<file path="src/logic/seq_consts.svh">
/*
  Timing constants of the three-rail enable sequencer.
  Assumes a 100 MHz system clock; every count is derived from it.
*/
// Function
// - six separate delay timers, three up, three down
// - rails held low until enable first asserts
// - enable starts timer one, then rail one releases
// - each release starts the next rail's timer
// - enable low runs timers four to six, reverse
// - down delays set apart from up delays
// - enable drop during timer one resets it, rails low
// - interrupted power-up only after timer one done
// - falling enable restarts timer, power-up finishes first
// - power-down starts about 120 ms after last release
// - interrupted power-down only after timer four done
// - rising enable restarts timer, power-down finishes first
// - power-up starts about 120 ms after last low
// - all timers count one common master clock
// - timers one and four add 400 us refresh
`ifndef SEQ_CONSTS_SVH
`define SEQ_CONSTS_SVH

// ----------------------------------------------------------------
// Clock and times
// ----------------------------------------------------------------
`define CLK_MHZ     100
`define TD_UP_US    30000
`define TD_DN_US    30000
`define REFRESH_US  400
`define SETTLE_MS   120

// ----------------------------------------------------------------
// Derived cycle counts
// ----------------------------------------------------------------
`define TD1_CYC     ((`TD_UP_US + `REFRESH_US) * `CLK_MHZ)
`define TD2_CYC     (`TD_UP_US * `CLK_MHZ)
`define TD3_CYC     (`TD_UP_US * `CLK_MHZ)
`define TD4_CYC     ((`TD_DN_US + `REFRESH_US) * `CLK_MHZ)
`define TD5_CYC     (`TD_DN_US * `CLK_MHZ)
`define TD6_CYC     (`TD_DN_US * `CLK_MHZ)
`define SETTLE_CYC  (`SETTLE_MS * 1000 * `CLK_MHZ)

// ----------------------------------------------------------------
// Structure
// ----------------------------------------------------------------
`define NUM_TIMERS  7
`define CNT_W       32

`endif

</file>
<file path="src/logic/seq_pkg.sv">
/*
  Types of the three-rail enable sequencer.
  Assumes nothing beyond the constants header.
*/
package seq_pkg;

  // ----------------------------------------------------------------
  // Sequencer states
  // ----------------------------------------------------------------
  typedef enum logic [3:0] {
    st_off, st_up1, st_up2, st_up3, st_on,
    st_dn1, st_dn2, st_dn3, st_up_settle, st_dn_settle
  } seq_state_type;

  // ----------------------------------------------------------------
  // Open-drain rail pins: level and active-low enable
  // ----------------------------------------------------------------
  typedef struct packed {
    logic [2:0] level;
    logic [2:0] oe_n;
  } rail_pins_type;

endpackage : seq_pkg

</file>
<file path="src/logic/delay_timer.sv">
/*
  One delay timer: counts clock cycles while running.
  Assumes run comes from the sequencer's registered state and clear from its next-state logic.
*/
`timescale 1ns/1ps
`include "seq_consts.svh"

module delay_timer (
  input  wire logic              sys_clk,
  input  wire logic              nrst,
  input  wire logic              run,
  input  wire logic              clear,
  input  wire logic [`CNT_W-1:0] limit,
  output logic                   done
);

  logic [`CNT_W-1:0] cnt;
  logic [`CNT_W-1:0] next_cnt;

  // Next count; clear wins so a restart always begins at zero
  always_comb begin
    next_cnt = cnt;
    if (clear) begin
      next_cnt = '0;
    end else if (run) begin
      next_cnt = cnt + `CNT_W'(1);
    end
  end

  // Counter register
  always_ff @(posedge sys_clk or negedge nrst) begin
    if (!nrst) begin
      cnt <= '0;
    end else begin
      cnt <= next_cnt;
    end
  end

  // Terminal count, a period of exactly limit cycles
  assign done = run && (cnt == limit - `CNT_W'(1));

endmodule : delay_timer

</file>
<file path="src/logic/three_rail_enable_sequencer.sv">
/*
  Three-rail enable sequencer: releases three open-drain rail enables
  in order 1-2-3 and pulls them low in order 3-2-1 under one enable.
  Assumes enable is synchronous to sys_clk and driven by digital logic.
*/
`timescale 1ns/1ps
`include "seq_consts.svh"

module three_rail_enable_sequencer #(
  parameter int unsigned TD1_CYCLES    = `TD1_CYC,
  parameter int unsigned TD2_CYCLES    = `TD2_CYC,
  parameter int unsigned TD3_CYCLES    = `TD3_CYC,
  parameter int unsigned TD4_CYCLES    = `TD4_CYC,
  parameter int unsigned TD5_CYCLES    = `TD5_CYC,
  parameter int unsigned TD6_CYCLES    = `TD6_CYC,
  parameter int unsigned SETTLE_CYCLES = `SETTLE_CYC
) (
  input  wire logic               sys_clk,
  input  wire logic               nrst,
  input  wire logic               en,
  output seq_pkg::rail_pins_type  rails
);

  // ----------------------------------------------------------------
  // Declarations
  // ----------------------------------------------------------------
  seq_pkg::seq_state_type  state;
  seq_pkg::seq_state_type  next_state;
  logic                    pend_down;
  logic                    next_pend_down;
  logic                    pend_up;
  logic                    next_pend_up;
  logic                    en_q;
  logic                    en_rise;
  logic                    en_fall;
  logic                    restart;
  logic                    clear;
  logic [2:0]              released;
  logic [2:0]              next_released;
  logic [`NUM_TIMERS-1:0]  run;
  logic [`NUM_TIMERS-1:0]  done;
  logic [`CNT_W-1:0]       limit [`NUM_TIMERS];
  logic [`CNT_W-1:0]       dwell;
  logic [`CNT_W-1:0]       next_dwell;

  // ----------------------------------------------------------------
  // Timers
  // ----------------------------------------------------------------

  // Limits; up and down periods are separate parameters
  assign limit[0] = `CNT_W'(TD1_CYCLES);
  assign limit[1] = `CNT_W'(TD2_CYCLES);
  assign limit[2] = `CNT_W'(TD3_CYCLES);
  assign limit[3] = `CNT_W'(TD4_CYCLES);
  assign limit[4] = `CNT_W'(TD5_CYCLES);
  assign limit[5] = `CNT_W'(TD6_CYCLES);
  assign limit[6] = `CNT_W'(SETTLE_CYCLES);

  // Each sequence timer runs only in its own state; the settle timer in both settle states
  assign run[0] = (state == seq_pkg::st_up1);
  assign run[1] = (state == seq_pkg::st_up2);
  assign run[2] = (state == seq_pkg::st_up3);
  assign run[3] = (state == seq_pkg::st_dn1);
  assign run[4] = (state == seq_pkg::st_dn2);
  assign run[5] = (state == seq_pkg::st_dn3);
  assign run[6] = (state == seq_pkg::st_up_settle) ||
                  (state == seq_pkg::st_dn_settle);

  // Any move or edge restart zeroes the counts for the next state
  assign clear = restart || (next_state != state);

  // Six sequence timers plus the settle timer, all on sys_clk
  for (genvar i = 0; i < `NUM_TIMERS; i++) begin : g_timer
    delay_timer u_timer (
      .sys_clk (sys_clk),
      .nrst    (nrst),
      .run     (run[i]),
      .clear   (clear),
      .limit   (limit[i]),
      .done    (done[i])
    );
  end

  // ----------------------------------------------------------------
  // Sequencer
  // ----------------------------------------------------------------
  assign en_rise = en && !en_q;
  assign en_fall = !en && en_q;

  // Next state; an edge restart has priority over a timer expiry
  always_comb begin
    next_state     = state;
    next_pend_down = pend_down;
    next_pend_up   = pend_up;
    restart        = 1'b0;
    unique case (state)
      seq_pkg::st_off: begin
        if (en) next_state = seq_pkg::st_up1;
      end
      seq_pkg::st_up1: begin
        if (!en) begin
          next_state = seq_pkg::st_off;
        end else if (done[0]) begin
          next_state = seq_pkg::st_up2;
        end
      end
      seq_pkg::st_up2: begin
        if (en_fall) begin
          restart        = 1'b1;
          next_pend_down = 1'b1;
        end else if (done[1]) begin
          next_state = seq_pkg::st_up3;
        end
      end
      seq_pkg::st_up3: begin
        if (en_fall) begin
          restart        = 1'b1;
          next_pend_down = 1'b1;
        end else if (done[2]) begin
          next_pend_down = 1'b0;
          next_state     = pend_down ? seq_pkg::st_up_settle
                                     : seq_pkg::st_on;
        end
      end
      seq_pkg::st_on: begin
        if (!en) next_state = seq_pkg::st_dn1;
      end
      seq_pkg::st_dn1: begin
        if (en) begin
          next_state = seq_pkg::st_on;
        end else if (done[3]) begin
          next_state = seq_pkg::st_dn2;
        end
      end
      seq_pkg::st_dn2: begin
        if (en_rise) begin
          restart      = 1'b1;
          next_pend_up = 1'b1;
        end else if (done[4]) begin
          next_state = seq_pkg::st_dn3;
        end
      end
      seq_pkg::st_dn3: begin
        if (en_rise) begin
          restart      = 1'b1;
          next_pend_up = 1'b1;
        end else if (done[5]) begin
          next_pend_up = 1'b0;
          next_state   = pend_up ? seq_pkg::st_dn_settle
                                 : seq_pkg::st_off;
        end
      end
      seq_pkg::st_up_settle: begin
        // Enable may have come back meanwhile; then stay powered
        if (done[6]) begin
          next_state = en ? seq_pkg::st_on : seq_pkg::st_dn1;
        end
      end
      seq_pkg::st_dn_settle: begin
        if (done[6]) begin
          next_state = en ? seq_pkg::st_up1 : seq_pkg::st_off;
        end
      end
    endcase
  end

  // Rail release pattern follows the next state
  always_comb begin
    unique case (next_state)
      seq_pkg::st_up2, seq_pkg::st_dn3: next_released = 3'h1;
      seq_pkg::st_up3, seq_pkg::st_dn2: next_released = 3'h3;
      seq_pkg::st_on, seq_pkg::st_dn1,
      seq_pkg::st_up_settle:            next_released = 3'h7;
      default:                          next_released = 3'h0;
    endcase
  end

  // State registers; reset holds every rail low
  always_ff @(posedge sys_clk or negedge nrst) begin
    if (!nrst) begin
      state     <= seq_pkg::st_off;
      pend_down <= 1'b0;
      pend_up   <= 1'b0;
      en_q      <= 1'b0;
      released  <= 3'h0;
    end else begin
      state     <= next_state;
      pend_down <= next_pend_down;
      pend_up   <= next_pend_up;
      en_q      <= en;
      released  <= next_released;
    end
  end

  // Open drain: level is always low, a released rail stops driving
  assign rails.level = 3'h0;
  assign rails.oe_n  = released;

  // Helper: cycles since the last timer clear, restarts with the timers
  always_comb begin
    next_dwell = clear ? '0 : dwell + `CNT_W'(1);
  end

  // Helper register
  always_ff @(posedge sys_clk or negedge nrst) begin
    if (!nrst) begin
      dwell <= '0;
    end else begin
      dwell <= next_dwell;
    end
  end
endmodule : three_rail_enable_sequencer

</file>
<file path="config.mk">
export PLATFORM = sky130hd
export DESIGN_NAME = three_rail_enable_sequencer
export DESIGN_NICKNAME = d
export VERILOG_FILES = /design/src/logic/seq_pkg.sv /design/src/logic/delay_timer.sv /design/src/logic/three_rail_enable_sequencer.sv
export VERILOG_INCLUDE_DIRS = /design/src /design/src/logic
export SDC_FILE = /design/constraint.sdc
export NUM_CORES = 1
export LEC_CHECK = 0
export BUFFER_PORTS_ARGS = -buffer_cell sky130_fd_sc_hd__buf_4
export CELL_PAD_IN_SITES_DETAIL_PLACEMENT = 2
export CELL_PAD_IN_SITES_GLOBAL_PLACEMENT = 2
export CORE_ASPECT_RATIO = 0.75
export CORE_MARGIN = 2
export CORE_UTILIZATION = 38
export CTS_BUF_LIST = sky130_fd_sc_hd__clkbuf_16
export DETAILED_ROUTE_END_ITERATION = 8
export GPL_TIMING_DRIVEN = 0
export PLACE_DENSITY_LB_ADDON = 0.1
export SLEW_MARGIN = 40
export SYNTH_ARGS = -nofsm -noshare
export SYNTH_HDL_FRONTEND = slang
export SYNTH_SLANG_ARGS = --single-unit
</file>
<file path="constraint.sdc">
create_clock -name sys_clk -period 3.1 [get_ports sys_clk]
set_input_delay 0.62 -clock sys_clk [delete_from_list [all_inputs] [get_ports sys_clk]]
set_output_delay 0.62 -clock sys_clk [all_outputs]
set_load 0.03 [all_outputs]
</file>
==> results.sh, run 1 <==
export IMPL_outcome="finished, violations left"
export IMPL_failed_checks="setup timing"
export IMPL_fraction_of_synthesized_area_in_multiplexers_pct=0.561
export IMPL_synth_simple_gate_area_share_pct=31.4
export IMPL_finalHoldViolations=0
export IMPL_num_nets_final=1367
export IMPL_yosysTopAreaCell="sky130_fd_sc_hd__dfrtp_1"
export IMPL_ys_warnings_count=0
export IMPL_timing_critical_path_to_type="flop"
export IMPL_synth_ff_type="sky130_fd_sc_hd__dfrtp_1"
export IMPL_violation_count_after_the_first_detailed_routing_iteration=645
export IMPL_grt_overflow_total=0
export IMPL_timing_max_cap_violations=0
export IMPL_p_leak_nw=7.67
export IMPL_post_place_cells=1717
export IMPL_timing_critical_path_fanout_max=8
export IMPL_wire_length_of_the_first_global_routing_pass_um=62500
export IMPL_critical_path_arrival_ns=3.97
export IMPL_synth_async_reset_ratio_pct=100
export IMPL_cts_tree="done"
export IMPL_drt_vias_per_instance=5.53
export IMPL_clock_sink_count=234
export IMPL_area_growth_syn_to_layout_pct=22.4
export IMPL_yosys_top_cells_area="sky130_fd_sc_hd__dfrtp_1, sky130_fd_sc_hd__and3_1, sky130_fd_sc_hd__xnor2_1"
export IMPL_slew_headroom_pct=42.0
export IMPL_worst_r2r_setup_slack_ns=-0.36
export IMPL_post_dp_cell_area_um2=13200
export IMPL_timing_worst_slew_pin_value_ns=0.848
export IMPL_number_of_global_route_vias_before_repair=11000
export IMPL_route_detailed_wl_per_inst_um=21.8
export IMPL_period_minus_slack_ns=3.46
export IMPL_hp_class="in2reg"
export IMPL_netlist_area_um2=12500
export IMPL_drt_wl_total_um=39700
export IMPL_maxClockFrequency_ghz=0.289
export IMPL_numCtsBuffers=27
export IMPL_place_congestion=0.784
export IMPL_setup_total_negative_slack_ns=-66.85
export IMPL_floorplan_initialDensity_pct=38.6
export IMPL_sequential_cell_area_um2=5860
export IMPL_worst_r2r_cell_count=12
export IMPL_whs_path_depth=1
export IMPL_synth_compound_area_share_pct=1.74
export IMPL_critical_path_class="reg2reg"
export IMPL_synthesis_area_per_instance_um2=9.88
export IMPL_die_w_um=213
export IMPL_multiInputGateArea_um2=6500
export IMPL_critPathRequiredTime_ns=3.61
export IMPL_antenna_violations_before_repair=1
export IMPL_final_design_area_no_fill_um2=15300
export IMPL_synthXorXnorAreaFrac_pct=15.4
export IMPL_setup_worst_path_start_class="flop"
export IMPL_setup_viol=224
export IMPL_postRouteAntennaNets=0
export IMPL_clock_skew_final_ns=0.0151
export IMPL_fillers=3359
export IMPL_synthesis_instances=1265
export IMPL_synth_top_family_by_area="simple AND/OR/NAND/NOR gates"
export IMPL_drt_pre_antenna_iters=5
export IMPL_die_area_um2=34400
export IMPL_detail_route_drc_violations=0
export IMPL_cts_root_to_sink_buffers=3
export IMPL_synth_top_cell_area_share_pct=46.8
export IMPL_grt_max_degree=71
export IMPL_final_critical_path_setup_slack_ns=-0.365
export IMPL_dp_hpwl_um=24100
export IMPL_cts_reportedPaths_clkPinSlew_ns=0.07
export IMPL_netlist_cell_type_count=59
export IMPL_pwr_density_cell_nw_per_um2=922
export IMPL_fin_crit_sh_pct=112
export IMPL_port_buffer_count=5
export IMPL_clk_latency_ns=0.57
export IMPL_ys_ff_latch=234
export IMPL_placementRows=57
export IMPL_inserted_diodes=0
export IMPL_clock_tree_root_cell="sky130_fd_sc_hd__clkbuf_16"
export IMPL_post_layout_total_power_w=0.0141
export IMPL_placeableCoreArea_um2=32400
export IMPL_synth_edff_count=0
export IMPL_grt_setup_unrepaired="true"
export IMPL_die_h_um=161
export IMPL_drive_gt1_share_pct=15.0
export IMPL_yosys_area_share_adder_pct=0.701
export IMPL_finalMaxSlewViolations=0
export IMPL_htree_levels=1
export IMPL_via_count=10100
export IMPL_grt_total_usage_pct=22.9
export IMPL_finalNonFillerCells=1820
export IMPL_vdd_ir_drop_worst_mv=0.473
export IMPL_share_of_synthesized_area_occupied_by_flip_flops_and_latches_pct=46.8
export IMPL_top_level_ports=9
where the power goes:
group / total [W] / internal (W) / leakage, nW / switching (W)
Sequential: 0.00318 / 0.00312 / 3.25 / 0.0000656
Combinational: 0.00772 / 0.00365 / 3.98 / 0.00407
Clock: 0.00321 / 0.00182 / 0.442 / 0.00139
Total: 0.0141 / 0.00859 / 7.67 / 0.00552
layout make-up:
cell class | instances | share of cell area, %
Multi-Input combinational cell | 948 | 42.5
Sequential cell | 234 | 38.3
Buffer | 64 | 4.99
Inverter | 20 | 0.491
Timing Repair Buffer | 62 | 4.52
Clock inverter | 23 | 1.18
Clock buffer | 27 | 4.42
Tap cell | 442 | 3.61
metrics by stage:
step / hold WS [ns] / utilization (%) / worst slack (ns)
2_1_floorplan: 0.324 / - / 0.108
6_report: 0.250 / 47.3 / -0.365
3_5_place_dp: 0.519 / 40.7 / -1.35
5_1_grt: 0.247 / 47.3 / -0.459
3_3_place_gp: 0.523 / 40.5 / -1.18
4_1_cts: 0.230 / 46.0 / -0.317
cells in the mapped netlist (all sizes together) (3+ instances only):
| cell | n |
|---|---|
| nand3 | 83 |
| nand2 | 106 |
| or4 | 9 |
| clkbuf | 41 |
| mux2i | 7 |
| or4b | 5 |
| nor3 | 21 |
| and2 | 7 |
| nor3b | 8 |
| buf | 24 |
| ha | 7 |
| o211ai | 4 |
| xnor2 | 160 |
| or3 | 6 |
| a21oi | 3 |
| inv | 20 |
| nor4bb | 4 |
| nor2 | 63 |
| and3 | 262 |
| dfrtp | 234 |
| nand2b | 3 |
| nand4 | 51 |
| nor4 | 22 |
| nor4b | 10 |
| and4 | 13 |
| xor2 | 60 |
| nand4b | 4 |
flip-flops by register name, summed over array words and instances, names as in the netlist:
| name | count |
|---|---|
| released | 3 |
| g_timer.u_timer.cnt | 224 |
| en_q | 1 |
| state | 4 |
| pend_up | 1 |
| pend_down | 1 |
worst paths after layout:
check / startpoint / endpoint
min reg2reg: en_q / pend_up
max in group asynchronous: nrst / g_timer[6].u_timer.cnt[18]
max: g_timer[5].u_timer.cnt[13] / g_timer[2].u_timer.cnt[31]
max reg2reg: g_timer[5].u_timer.cnt[13] / g_timer[2].u_timer.cnt[31]
min: en / en_q
min in group asynchronous: nrst / g_timer[0].u_timer.cnt[19]
kinds of logic after synthesis:
kind of cell | count (synthesis)
simple gates | 686
xor+xnor | 220
buf+inv | 85
flops | 234
other cells | 1
mux | 7
fa+ha+maj | 7
compound gates | 25
routing by layer:
metal  routed length [um]  track usage (%)  up-vias  share of wire, %
met5                    0                0        -                 0
met4                  775             4.61        0               2.0
met3                 1080             3.17       48               2.7
met2                18000             35.4      105                45
met1                19800             34.2     5261                50
li1                     -                -     4655                 -
layout by cell type, fill, tap and decap left out, types with 16 or more instances in the layout:
cell type                   instances
sky130_fd_sc_hd__and3_1           255
sky130_fd_sc_hd__nor4_1            16
sky130_fd_sc_hd__nand3_1           81
sky130_fd_sc_hd__nor3_1            17
sky130_fd_sc_hd__xnor2_1          159
sky130_fd_sc_hd__nand2_1          105
sky130_fd_sc_hd__inv_1             26
sky130_fd_sc_hd__clkbuf_16         38
sky130_fd_sc_hd__buf_4             53
sky130_fd_sc_hd__nand4_1           51
sky130_fd_sc_hd__xor2_1            60
sky130_fd_sc_hd__nor2_1            60
sky130_fd_sc_hd__dfrtp_1          233
repair_timing:
action | 4_1_cts | 5_1_grt
gates cloned | 9 | 4
endpoints found under the hold margin | 38 | 0
pin swaps | 15 | 14
buffers inserted | 25 | 16
hold buffers | 1 | 0
endpoints found under the setup margin | 229 | 227
gates resized for setup | 120 | 66
critical path, cell delays in order (launching register included):
cell	delay, ns
sky130_fd_sc_hd__dfrtp_1	0.40
sky130_fd_sc_hd__or4b_1	0.52
sky130_fd_sc_hd__or4_4	0.60
sky130_fd_sc_hd__nor4_4	0.21
sky130_fd_sc_hd__buf_4	0.19
sky130_fd_sc_hd__a2bb2oi_4	0.16
sky130_fd_sc_hd__a41oi_4	0.16
sky130_fd_sc_hd__xnor2_2	0.21
sky130_fd_sc_hd__and3_4	0.24
sky130_fd_sc_hd__buf_12	0.15
sky130_fd_sc_hd__buf_12	0.19
sky130_fd_sc_hd__clkbuf_16	0.18
sky130_fd_sc_hd__and3_4	0.18
Note: power is estimated with default switching activity, not from simulation.
==> inputs of run 2 (changes only) <==
--- a/config.mk
+++ b/config.mk
@@ -11,7 +11,7 @@
 export CELL_PAD_IN_SITES_GLOBAL_PLACEMENT = 2
 export CORE_ASPECT_RATIO = 0.75
 export CORE_MARGIN = 2
-export CORE_UTILIZATION = 38
+export CORE_UTILIZATION = 37
 export CTS_BUF_LIST = sky130_fd_sc_hd__clkbuf_16
 export DETAILED_ROUTE_END_ITERATION = 8
 export GPL_TIMING_DRIVEN = 0
@@ -19,4 +19,5 @@
 export SLEW_MARGIN = 40
 export SYNTH_ARGS = -nofsm -noshare
 export SYNTH_HDL_FRONTEND = slang
+export SYNTH_HIERARCHICAL = 1
 export SYNTH_SLANG_ARGS = --single-unit
==> run 2 against run 1 <==
Net effect: the run now fails in clock tree synthesis; synthesized area rose by 58%; synthesized cell count is 87% higher.
==> results.sh, run 2 <==
export IMPL_share_of_synthesized_area_occupied_by_flip_flops_and_latches_pct=29.7
export IMPL_floorplan_initialDensity_pct=37.3
export IMPL_post_dp_cell_area_um2=24900
export IMPL_synth_top_cell_area_share_pct=29.7
export IMPL_netlist_top_cells_count="sky130_fd_sc_hd__nor2_1, sky130_fd_sc_hd__xnor2_1, sky130_fd_sc_hd__dfrtp_1"
export IMPL_synth_edff_count=0
export IMPL_ys_warnings_count=6
export IMPL_place_worst_setup_slack_ns=-3.54
export IMPL_post_place_cells=3941
export IMPL_synthesis_area_per_instance_um2=8.33
export IMPL_port_buffer_count=5
export IMPL_clock_sink_count=234
export IMPL_cts_hold_buffers_added=1
export IMPL_outcome="stopped before the end"
export IMPL_die_h_um=204
export IMPL_yosysTopAreaCell="sky130_fd_sc_hd__dfrtp_1"
export IMPL_cts_setup_buffers=81
export IMPL_tool_error_message="[ERROR DPL-0033] detailed placement checks failed during check placement."
export IMPL_cts_root_to_sink_buffers=3
export IMPL_netlist_area_um2=19700
export IMPL_synth_async_reset_ratio_pct=100
export IMPL_dp_hpwl_um=53400
export IMPL_die_w_um=271
export IMPL_most_common_cell_in_the_netlist="sky130_fd_sc_hd__nor2_1"
export IMPL_htree_levels=1
export IMPL_numCtsBuffers=28
export IMPL_netlist_cell_type_count=92
export IMPL_ys_ff_latch=234
export IMPL_synthesis_instances=2371
export IMPL_clock_tree_root_cell="sky130_fd_sc_hd__clkbuf_16"
export IMPL_place_congestion=0.791
export IMPL_placementRows=73
export IMPL_yosys_top_cells_area="sky130_fd_sc_hd__dfrtp_1, sky130_fd_sc_hd__xnor2_1, sky130_fd_sc_hd__xor2_1"
export IMPL_haltStage="clock tree synthesis"
export IMPL_synth_ff_type="sky130_fd_sc_hd__dfrtp_1"
export IMPL_cts_repair_resized=208
export IMPL_top_level_ports=9
## run 2: logic make-up after synthesis
group           share of synthesized area, %
buf+inv                                 4.00
xor+xnor                                21.6
simple gates                            31.1
compound gates                          10.5
mux                                     2.23
fa+ha+maj                              0.887
other cells                           0.0380
flops                                   29.7
## run 2: metrics by stage
step           setup TNS (ns)  util, %
3_3_place_gp          -784.50     46.8
3_5_place_dp          -686.49     47.0
2_1_floorplan         -162.49        -
==> inputs of run 3 (changes only) <==
--- a/config.mk
+++ b/config.mk
@@ -7,15 +7,11 @@
 export NUM_CORES = 1
 export LEC_CHECK = 0
 export BUFFER_PORTS_ARGS = -buffer_cell sky130_fd_sc_hd__buf_4
-export CELL_PAD_IN_SITES_DETAIL_PLACEMENT = 2
-export CELL_PAD_IN_SITES_GLOBAL_PLACEMENT = 2
-export CORE_ASPECT_RATIO = 0.75
 export CORE_MARGIN = 2
-export CORE_UTILIZATION = 37
-export CTS_BUF_LIST = sky130_fd_sc_hd__clkbuf_16
+export CORE_UTILIZATION = 40
 export DETAILED_ROUTE_END_ITERATION = 8
 export GPL_TIMING_DRIVEN = 0
-export PLACE_DENSITY_LB_ADDON = 0.1
+export PLACE_DENSITY_LB_ADDON = 0.15
 export SLEW_MARGIN = 40
 export SYNTH_ARGS = -nofsm -noshare
 export SYNTH_HDL_FRONTEND = slang
==> constraint.sdc (replaced) <==
create_clock -name sys_clk -period 4 [get_ports sys_clk]
set_input_delay 0.8 -clock sys_clk [delete_from_list [all_inputs] [get_ports sys_clk]]
set_output_delay 0.8 -clock sys_clk [all_outputs]
set_load 0.03 [all_outputs]
==> run 3 against run 2 <==
Net effect: the flow now finishes, with violations (setup timing); synthesized area unchanged; synthesized cell count is the same.
==> results.sh, run 3 <==
export IMPL_outcome="finished, violations left"
export IMPL_failed_checks="setup timing"
export IMPL_wire_length_of_the_first_global_routing_pass_um=81000
export IMPL_cpMaxStageDelayCell="sky130_fd_sc_hd__dfrtp_2"
export IMPL_clock_sink_count=234
export IMPL_timing_worst_slew_pin_value_ns=0.690
export IMPL_period_minus_slack_ns=4.78
export IMPL_slew_headroom_pct=54.0
export IMPL_setup_worst_path_start_class="flop"
export IMPL_drt_vias_per_instance=4.52
export IMPL_netlist_area_um2=19700
export IMPL_antenna_violations_before_repair=0
export IMPL_cts_root_to_sink_buffers=3
export IMPL_timing_max_cap_violations=0
export IMPL_hp_class="in2async"
export IMPL_sequential_cell_area_um2=5860
export IMPL_largest_reg_flops=224
export IMPL_via_count=18100
export IMPL_multiInputGateArea_um2=17800
export IMPL_cells_traversed_along_the_worst_timing_path="clkinvlp_4 -> nor3_4 -> nand3_2 -> a31oi_1 -> o2111ai_2 -> a2111oi_4 -> nand4_1 -> nor4_4 -> nand2_1 -> nor4b_4 -> a31o_1 -> o41ai_4 -> nor2_1 -> nand4b_1 -> buf_4 -> buf_8 -> o2111a_2 -> nor2b_4 -> nand4_1 -> buf_4 -> xnor2_2 -> nor2_1"
export IMPL_synthesis_instances=2371
export IMPL_die_area_um2=51200
export IMPL_synth_top_family_by_area="simple AND/OR/NAND/NOR gates"
export IMPL_die_w_um=226
export IMPL_synth_compound_area_share_pct=10.5
export IMPL_drive_gt1_share_pct=15.2
export IMPL_drt_wl_total_um=49100
export IMPL_die_h_um=226
export IMPL_cts_hold_buffers_added=0
export IMPL_floorplan_initialDensity_pct=40.4
export IMPL_setup_total_negative_slack_ns=-128.61
export IMPL_critical_path_arrival_ns=5.23
export IMPL_share_of_synthesized_area_occupied_by_flip_flops_and_latches_pct=29.7
export IMPL_timing_critical_path_fanout_max=5
export IMPL_route_detailed_wl_per_inst_um=12.2
export IMPL_yosys_top_cells_area="sky130_fd_sc_hd__dfrtp_1, sky130_fd_sc_hd__xnor2_1, sky130_fd_sc_hd__xor2_1"
export IMPL_synth_simple_gate_area_share_pct=31.1
export IMPL_area_growth_syn_to_layout_pct=38.9
export IMPL_yosysTopAreaCell="sky130_fd_sc_hd__dfrtp_1"
export IMPL_synth_top_cell_area_share_pct=29.7
export IMPL_fraction_of_synthesized_area_in_multiplexers_pct=2.23
export IMPL_port_buffer_count=5
export IMPL_ys_ff_latch=234
export IMPL_ys_warnings_count=6
export IMPL_mostFrequentLayoutCell="sky130_fd_sc_hd__conb_1"
export IMPL_synthXorXnorAreaFrac_pct=21.6
export IMPL_grt_total_usage_pct=18.9
export IMPL_placeableCoreArea_um2=48800
export IMPL_cts_tree="done"
export IMPL_grt_setup_unrepaired="true"
export IMPL_synth_edff_count=0
export IMPL_netlist_cell_type_count=92
export IMPL_fillers=4521
export IMPL_maxClockFrequency_ghz=0.209
export IMPL_finalHoldViolations=0
export IMPL_finalMaxSlewViolations=0
export IMPL_fin_crit_sh_pct=120
export IMPL_critical_path_class="reg2reg"
export IMPL_numCtsBuffers=30
export IMPL_place_congestion=0.804
export IMPL_cpPeakStageDelay_ns=0.44
export IMPL_clock_skew_final_ns=0.0239
export IMPL_htree_levels=1
export IMPL_yosys_area_share_adder_pct=0.887
export IMPL_final_cell_mix="sky130_fd_sc_hd__conb_1, sky130_fd_sc_hd__nor2_1, sky130_fd_sc_hd__xnor2_1"
export IMPL_clk_latency_ns=0.58
export IMPL_largest_registers="g_timer.u_timer/cnt (224), state (4), released (3)"
export IMPL_postRouteAntennaNets=0
export IMPL_drt_pre_antenna_iters=5
export IMPL_timing_critical_path_to_type="flop"
export IMPL_cts_reportedPaths_clkPinSlew_ns=0.06
export IMPL_top_register="g_timer.u_timer/cnt"
export IMPL_grt_overflow_total=0
export IMPL_synth_ff_type="sky130_fd_sc_hd__dfrtp_1"
export IMPL_place_worst_setup_slack_ns=-2.00
export IMPL_num_nets_final=3343
export IMPL_final_critical_path_setup_slack_ns=-0.783
export IMPL_grt_max_degree=66
export IMPL_inserted_diodes=0
export IMPL_dp_hpwl_um=35300
export IMPL_p_leak_nw=12.0
export IMPL_number_of_global_route_vias_before_repair=17300
export IMPL_detail_route_drc_violations=0
export IMPL_critPathRequiredTime_ns=4.44
export IMPL_top_level_ports=9
export IMPL_vdd_ir_drop_worst_mv=0.353
export IMPL_setup_viol=224
export IMPL_violation_count_after_the_first_detailed_routing_iteration=779
export IMPL_synth_async_reset_ratio_pct=100
export IMPL_netlist_top_cells_count="sky130_fd_sc_hd__nor2_1, sky130_fd_sc_hd__xnor2_1, sky130_fd_sc_hd__dfrtp_1"
export IMPL_most_common_cell_in_the_netlist="sky130_fd_sc_hd__nor2_1"
export IMPL_clock_tree_root_cell="sky130_fd_sc_hd__clkbuf_16"
export IMPL_placementRows=81
export IMPL_synthesis_area_per_instance_um2=8.33
export IMPL_pwr_density_cell_nw_per_um2=224
==> run 3: cell counts after synthesis <==
Identical to the previous run, type by type.
==> run 3: critical path: cells and delay by family (launching register included) <==
family          cells  cell delay (ns)
compound gates      6             1.50
xor+xnor            1             0.10
buf+inv             4             0.67
flops               1             0.44
simple gates       11             1.96
==> run 3: stage by stage <==
stage / cell area (um2) / util, % / power [W] / hold slack, ns / std cells
5_1_grt: 27400 / 56.1 / 0.00645 / 0.0644 / 4013
4_1_cts: 26100 / 53.5 / 0.00605 / 0.0427 / 3966
3_5_place_dp: 24200 / 49.5 / 0.00322 / 0.515 / 3894
2_1_floorplan: 23200 / - / 0.00304 / 0.485 / 3221
6_report: 27400 / 56.1 / 0.00614 / 0.0661 / 4013
3_3_place_gp: 24100 / 49.3 / 0.00319 / 0.512 / 3890
==> run 3: final timing paths <==
path                           from                         end  slack [ns]  cells past startpoint
hold reg to reg             pend_up                     pend_up        0.53                      2
min in group sys_clk             en                        en_q        0.36                      1
setup / recovery           state[0]  g_timer[6].u_timer/cnt[25]       -0.78                     22
max in group asynchronous      nrst                    state[3]        3.03                      3
setup reg to reg           state[0]  g_timer[6].u_timer/cnt[25]       -0.78                     22
hold / removal                 nrst                   pend_down        0.07                      1
==> run 3: area by class of cell <==
| cell class | count | share of cell area [%] |
|---|---|---|
| sequential | 234 | 21.4 |
| clock buffer | 41 | 3.15 |
| timing repair buffer | 86 | 3.39 |
| inverter | 70 | 0.985 |
| clock inverter | 14 | 0.461 |
| buffer | 88 | 2.61 |
| tap | 664 | 3.03 |
| multi-input combinational | 2816 | 65.0 |
==> run 3: kinds of logic (layout without fill, tap and decap cells) <==
kind of cell | count (synthesis) | count (layout)
fa+ha+maj | 14 | 14
other cells | 2 | 852
simple gates | 1132 | 1132
compound gates | 289 | 289
xor+xnor | 486 | 486
flops | 234 | 234
mux | 43 | 43
buf+inv | 171 | 299
==> run 3: power by group <==
part           switching (W)  leakage (nW)  total (W)  internal, W
Sequential         0.0000194          3.24    0.00240      0.00238
Combinational       0.000612          8.31    0.00102     0.000407
Clock                0.00109         0.496    0.00272      0.00163
Total                0.00173          12.0    0.00614      0.00441
==> run 3: layer usage <==
layer  track usage [%]  vias up  part of all wire, %  wire [um]
met5                 0        -                    0          0
met4              4.80        0                  2.0        973
met3              1.77       55                  2.6       1290
met2              33.9      180                   50      24400
met1              24.3     8442                   46      22400
li1                  -     9468                    -          -
==> run 3: what timing repair did <==
item,4_1_cts,5_1_grt
cloned,0,5
resized for setup,161,243
setup endpoints to repair,224,224
pin swaps,128,112
buffers inserted,29,45
==> inputs of run 4 (changes only) <==
--- a/config.mk
+++ b/config.mk
@@ -8,7 +8,7 @@
 export LEC_CHECK = 0
 export BUFFER_PORTS_ARGS = -buffer_cell sky130_fd_sc_hd__buf_4
 export CORE_MARGIN = 2
-export CORE_UTILIZATION = 40
+export CORE_UTILIZATION = 60
 export DETAILED_ROUTE_END_ITERATION = 8
 export GPL_TIMING_DRIVEN = 0
 export PLACE_DENSITY_LB_ADDON = 0.15
==> run 4 against run 3 <==
Net effect: the flow still finishes with violations (setup timing); design area is 0.16% lower; global-route usage is 15 points higher; clock power is 1% higher; total power is 2.2% higher; critical path depth is 2 higher; hold slack better by 0.025 ns; first-iteration DRC count is 150% higher; register-to-register slack worse by 0.93 ns; clock skew is 0.0086 ns lower; non-clock buffer count is 15 higher; core utilization is 28 points higher.
==> results.sh, run 4 (same netlist as run 3, synthesis figures left out) <==
export IMPL_finalMaxSlewViolations=0
export IMPL_clock_skew_final_ns=0.0153
export IMPL_failed_checks="setup timing"
export IMPL_wire_length_of_the_first_global_routing_pass_um=95700
export IMPL_grt_max_degree=75
export IMPL_top_register="g_timer.u_timer/cnt"
export IMPL_num_nets_final=3356
export IMPL_cts_reportedPaths_clkPinSlew_ns=0.07
export IMPL_clock_sink_count=234
export IMPL_outcome="finished, violations left"
export IMPL_slew_headroom_pct=49.8
export IMPL_period_minus_slack_ns=5.71
export IMPL_via_count=20700
export IMPL_timing_critical_path_to_type="flop"
export IMPL_largest_registers="g_timer.u_timer/cnt (224), state (4), released (3)"
export IMPL_clock_tree_root_cell="sky130_fd_sc_hd__clkbuf_16"
export IMPL_setup_worst_path_start_class="flop"
export IMPL_maxClockFrequency_ghz=0.175
export IMPL_place_congestion=0.876
export IMPL_grt_total_usage_pct=34.0
export IMPL_critical_path_class="reg2reg"
export IMPL_area_growth_syn_to_layout_pct=38.7
export IMPL_numCtsBuffers=28
export IMPL_placementRows=66
export IMPL_sequential_cell_area_um2=5860
export IMPL_detail_route_drc_violations=0
export IMPL_postRouteAntennaNets=0
export IMPL_violation_count_after_the_first_detailed_routing_iteration=1910
export IMPL_die_area_um2=34400
export IMPL_port_buffer_count=5
export IMPL_dp_hpwl_um=34800
export IMPL_largest_reg_flops=224
export IMPL_vdd_ir_drop_worst_mv=0.304
export IMPL_number_of_global_route_vias_before_repair=20400
export IMPL_drive_gt1_share_pct=15.6
export IMPL_route_detailed_wl_per_inst_um=16.9
export IMPL_grt_setup_unrepaired="true"
export IMPL_placeableCoreArea_um2=32500
export IMPL_antenna_violations_before_repair=5
export IMPL_finalHoldViolations=0
export IMPL_setup_viol=227
export IMPL_timing_critical_path_fanout_max=8
export IMPL_place_worst_setup_slack_ns=-1.95
export IMPL_mostFrequentLayoutCell="sky130_fd_sc_hd__conb_1"
export IMPL_cts_tree="done"
export IMPL_critPathRequiredTime_ns=4.40
export IMPL_top_level_ports=9
export IMPL_floorplan_initialDensity_pct=60.8
export IMPL_top_layer_used="met4"
export IMPL_drt_vias_per_instance=5.45
export IMPL_timing_max_cap_violations=0
export IMPL_grt_overflow_total=0
export IMPL_multiInputGateArea_um2=17800
export IMPL_htree_levels=1
export IMPL_cts_root_to_sink_buffers=3
export IMPL_fin_worst_hold_slack_ns=0.0907
export IMPL_drt_pre_antenna_iters=5
export IMPL_p_leak_nw=12.2
export IMPL_critical_path_arrival_ns=6.12
export IMPL_detailroute_wirelength_met3_um=4270
export IMPL_wl_met2_um=32100
export IMPL_clk_latency_ns=0.56
export IMPL_fillers=1789
export IMPL_fin_crit_sh_pct=143
export IMPL_hp_class="in2async"
export IMPL_cts_hold_buffers_added=0
export IMPL_final_critical_path_setup_slack_ns=-1.71
export IMPL_die_h_um=185
export IMPL_drt_wl_total_um=64200
export IMPL_final_cell_mix="sky130_fd_sc_hd__conb_1, sky130_fd_sc_hd__nor2_1, sky130_fd_sc_hd__xnor2_1"
export IMPL_timing_worst_slew_pin_value_ns=0.745
export IMPL_die_w_um=185
export IMPL_pwr_density_cell_nw_per_um2=229
export IMPL_met1Wirelength_um=23700
export IMPL_setup_total_negative_slack_ns=-323.21
==> run 4: changes by cell type in the layout (fill, tap and decap cells not counted), sizes merged <==
cell | before | now
clkinv | 11 | 9
clkinvlp | 3 | 7
bufinv | 2 | 4
buf | 138 | 131
inv | 68 | 69
diode | 0 | 4
clkbuf | 77 | 91
==> run 4: final timing paths <==
kind / startpoint / end / slack [ns] / cells after the start
max: state[3] / g_timer[4].u_timer/cnt[31] / -1.71 / 24
min: nrst / g_timer[2].u_timer/cnt[8] / 0.09 / 1
max reg2reg: state[3] / g_timer[4].u_timer/cnt[31] / -1.71 / 24
min reg2reg: g_timer[0].u_timer/cnt[8] / g_timer[0].u_timer/cnt[8] / 0.59 / 2
max in group asynchronous: nrst / g_timer[3].u_timer/cnt[17] / 2.88 / 3
min in group sys_clk: en / en_q / 0.38 / 1
==> run 4: power by group <==
part	internal (W)	switching, W	leakage (nW)	total (W)
clock	0.00164	0.00112	0.478	0.00276
sequential	0.00238	0.0000202	3.24	0.00240
combinational	0.000432	0.000685	8.48	0.00112
total	0.00445	0.00182	12.2	0.00627
==> run 4: timing repair <==
action | in CTS | in global routing
hold endpoints to repair | 0 | 0
setup buffers | 55 | 28
resized for setup | 319 | 65
setup endpoints to repair | 225 | 225
pin swaps | 176 | 61
gates cloned | 11 | 0
==> run 4: final cells by class <==
cell class,count,share of cell area [%]
timing repair buffer,100,3.75
clock inverter,19,0.813
clock buffer,33,2.81
tap,442,2.02
sequential,234,21.4
multi-input combinational,2816,65.1
antenna,4,0.0366
inverter,70,0.987
buffer,89,3.09
==> run 4: layer usage <==
layer	vias up	global-route usage [%]
li1	9493	-
met1	9794	38.9
met2	1052	62.8
met3	404	4.27
met4	0	16.0
met5	-	0
==> run 4: per-stage QoR <==
| stage | util [%] | instance area (um2) | std cells | power (W) |
|---|---|---|---|---|
| after global routing | 84.4 | 27400 | 3807 | 0.00648 |
| after floorplan | - | 23200 | 3221 | 0.00304 |
| after detailed placement | 73.6 | 23900 | 3671 | 0.00320 |
| after global placement | 73.3 | 23800 | 3668 | 0.00318 |
| after CTS | 82.9 | 26900 | 3779 | 0.00613 |
| final | 84.4 | 27400 | 3807 | 0.00627 |
==> run 4: critical path: stages, from the launching register on <==
cell and delay [ns]:
sky130_fd_sc_hd__dfrtp_1 0.42, sky130_fd_sc_hd__buf_4 0.14, sky130_fd_sc_hd__buf_6 0.14, sky130_fd_sc_hd__inv_1 0.11, sky130_fd_sc_hd__nor3_1 0.31, sky130_fd_sc_hd__clkbuf_4 0.29, sky130_fd_sc_hd__o2111ai_1 0.15, sky130_fd_sc_hd__nor4_1 0.50
sky130_fd_sc_hd__nand4_1 0.15, sky130_fd_sc_hd__a2111oi_0 0.26, sky130_fd_sc_hd__and4b_2 0.40, sky130_fd_sc_hd__nand4bb_1 0.18, sky130_fd_sc_hd__a21oi_1 0.48, sky130_fd_sc_hd__a211o_4 0.21, sky130_fd_sc_hd__a21oi_1 0.09, sky130_fd_sc_hd__nand4b_1 0.17
sky130_fd_sc_hd__buf_4 0.22, sky130_fd_sc_hd__clkbuf_8 0.16, sky130_fd_sc_hd__o21a_4 0.19, sky130_fd_sc_hd__nand3_4 0.12, sky130_fd_sc_hd__buf_6 0.15, sky130_fd_sc_hd__nor4_4 0.24, sky130_fd_sc_hd__nand3_1 0.15, sky130_fd_sc_hd__xor2_1 0.26
sky130_fd_sc_hd__nor2_1 0.08
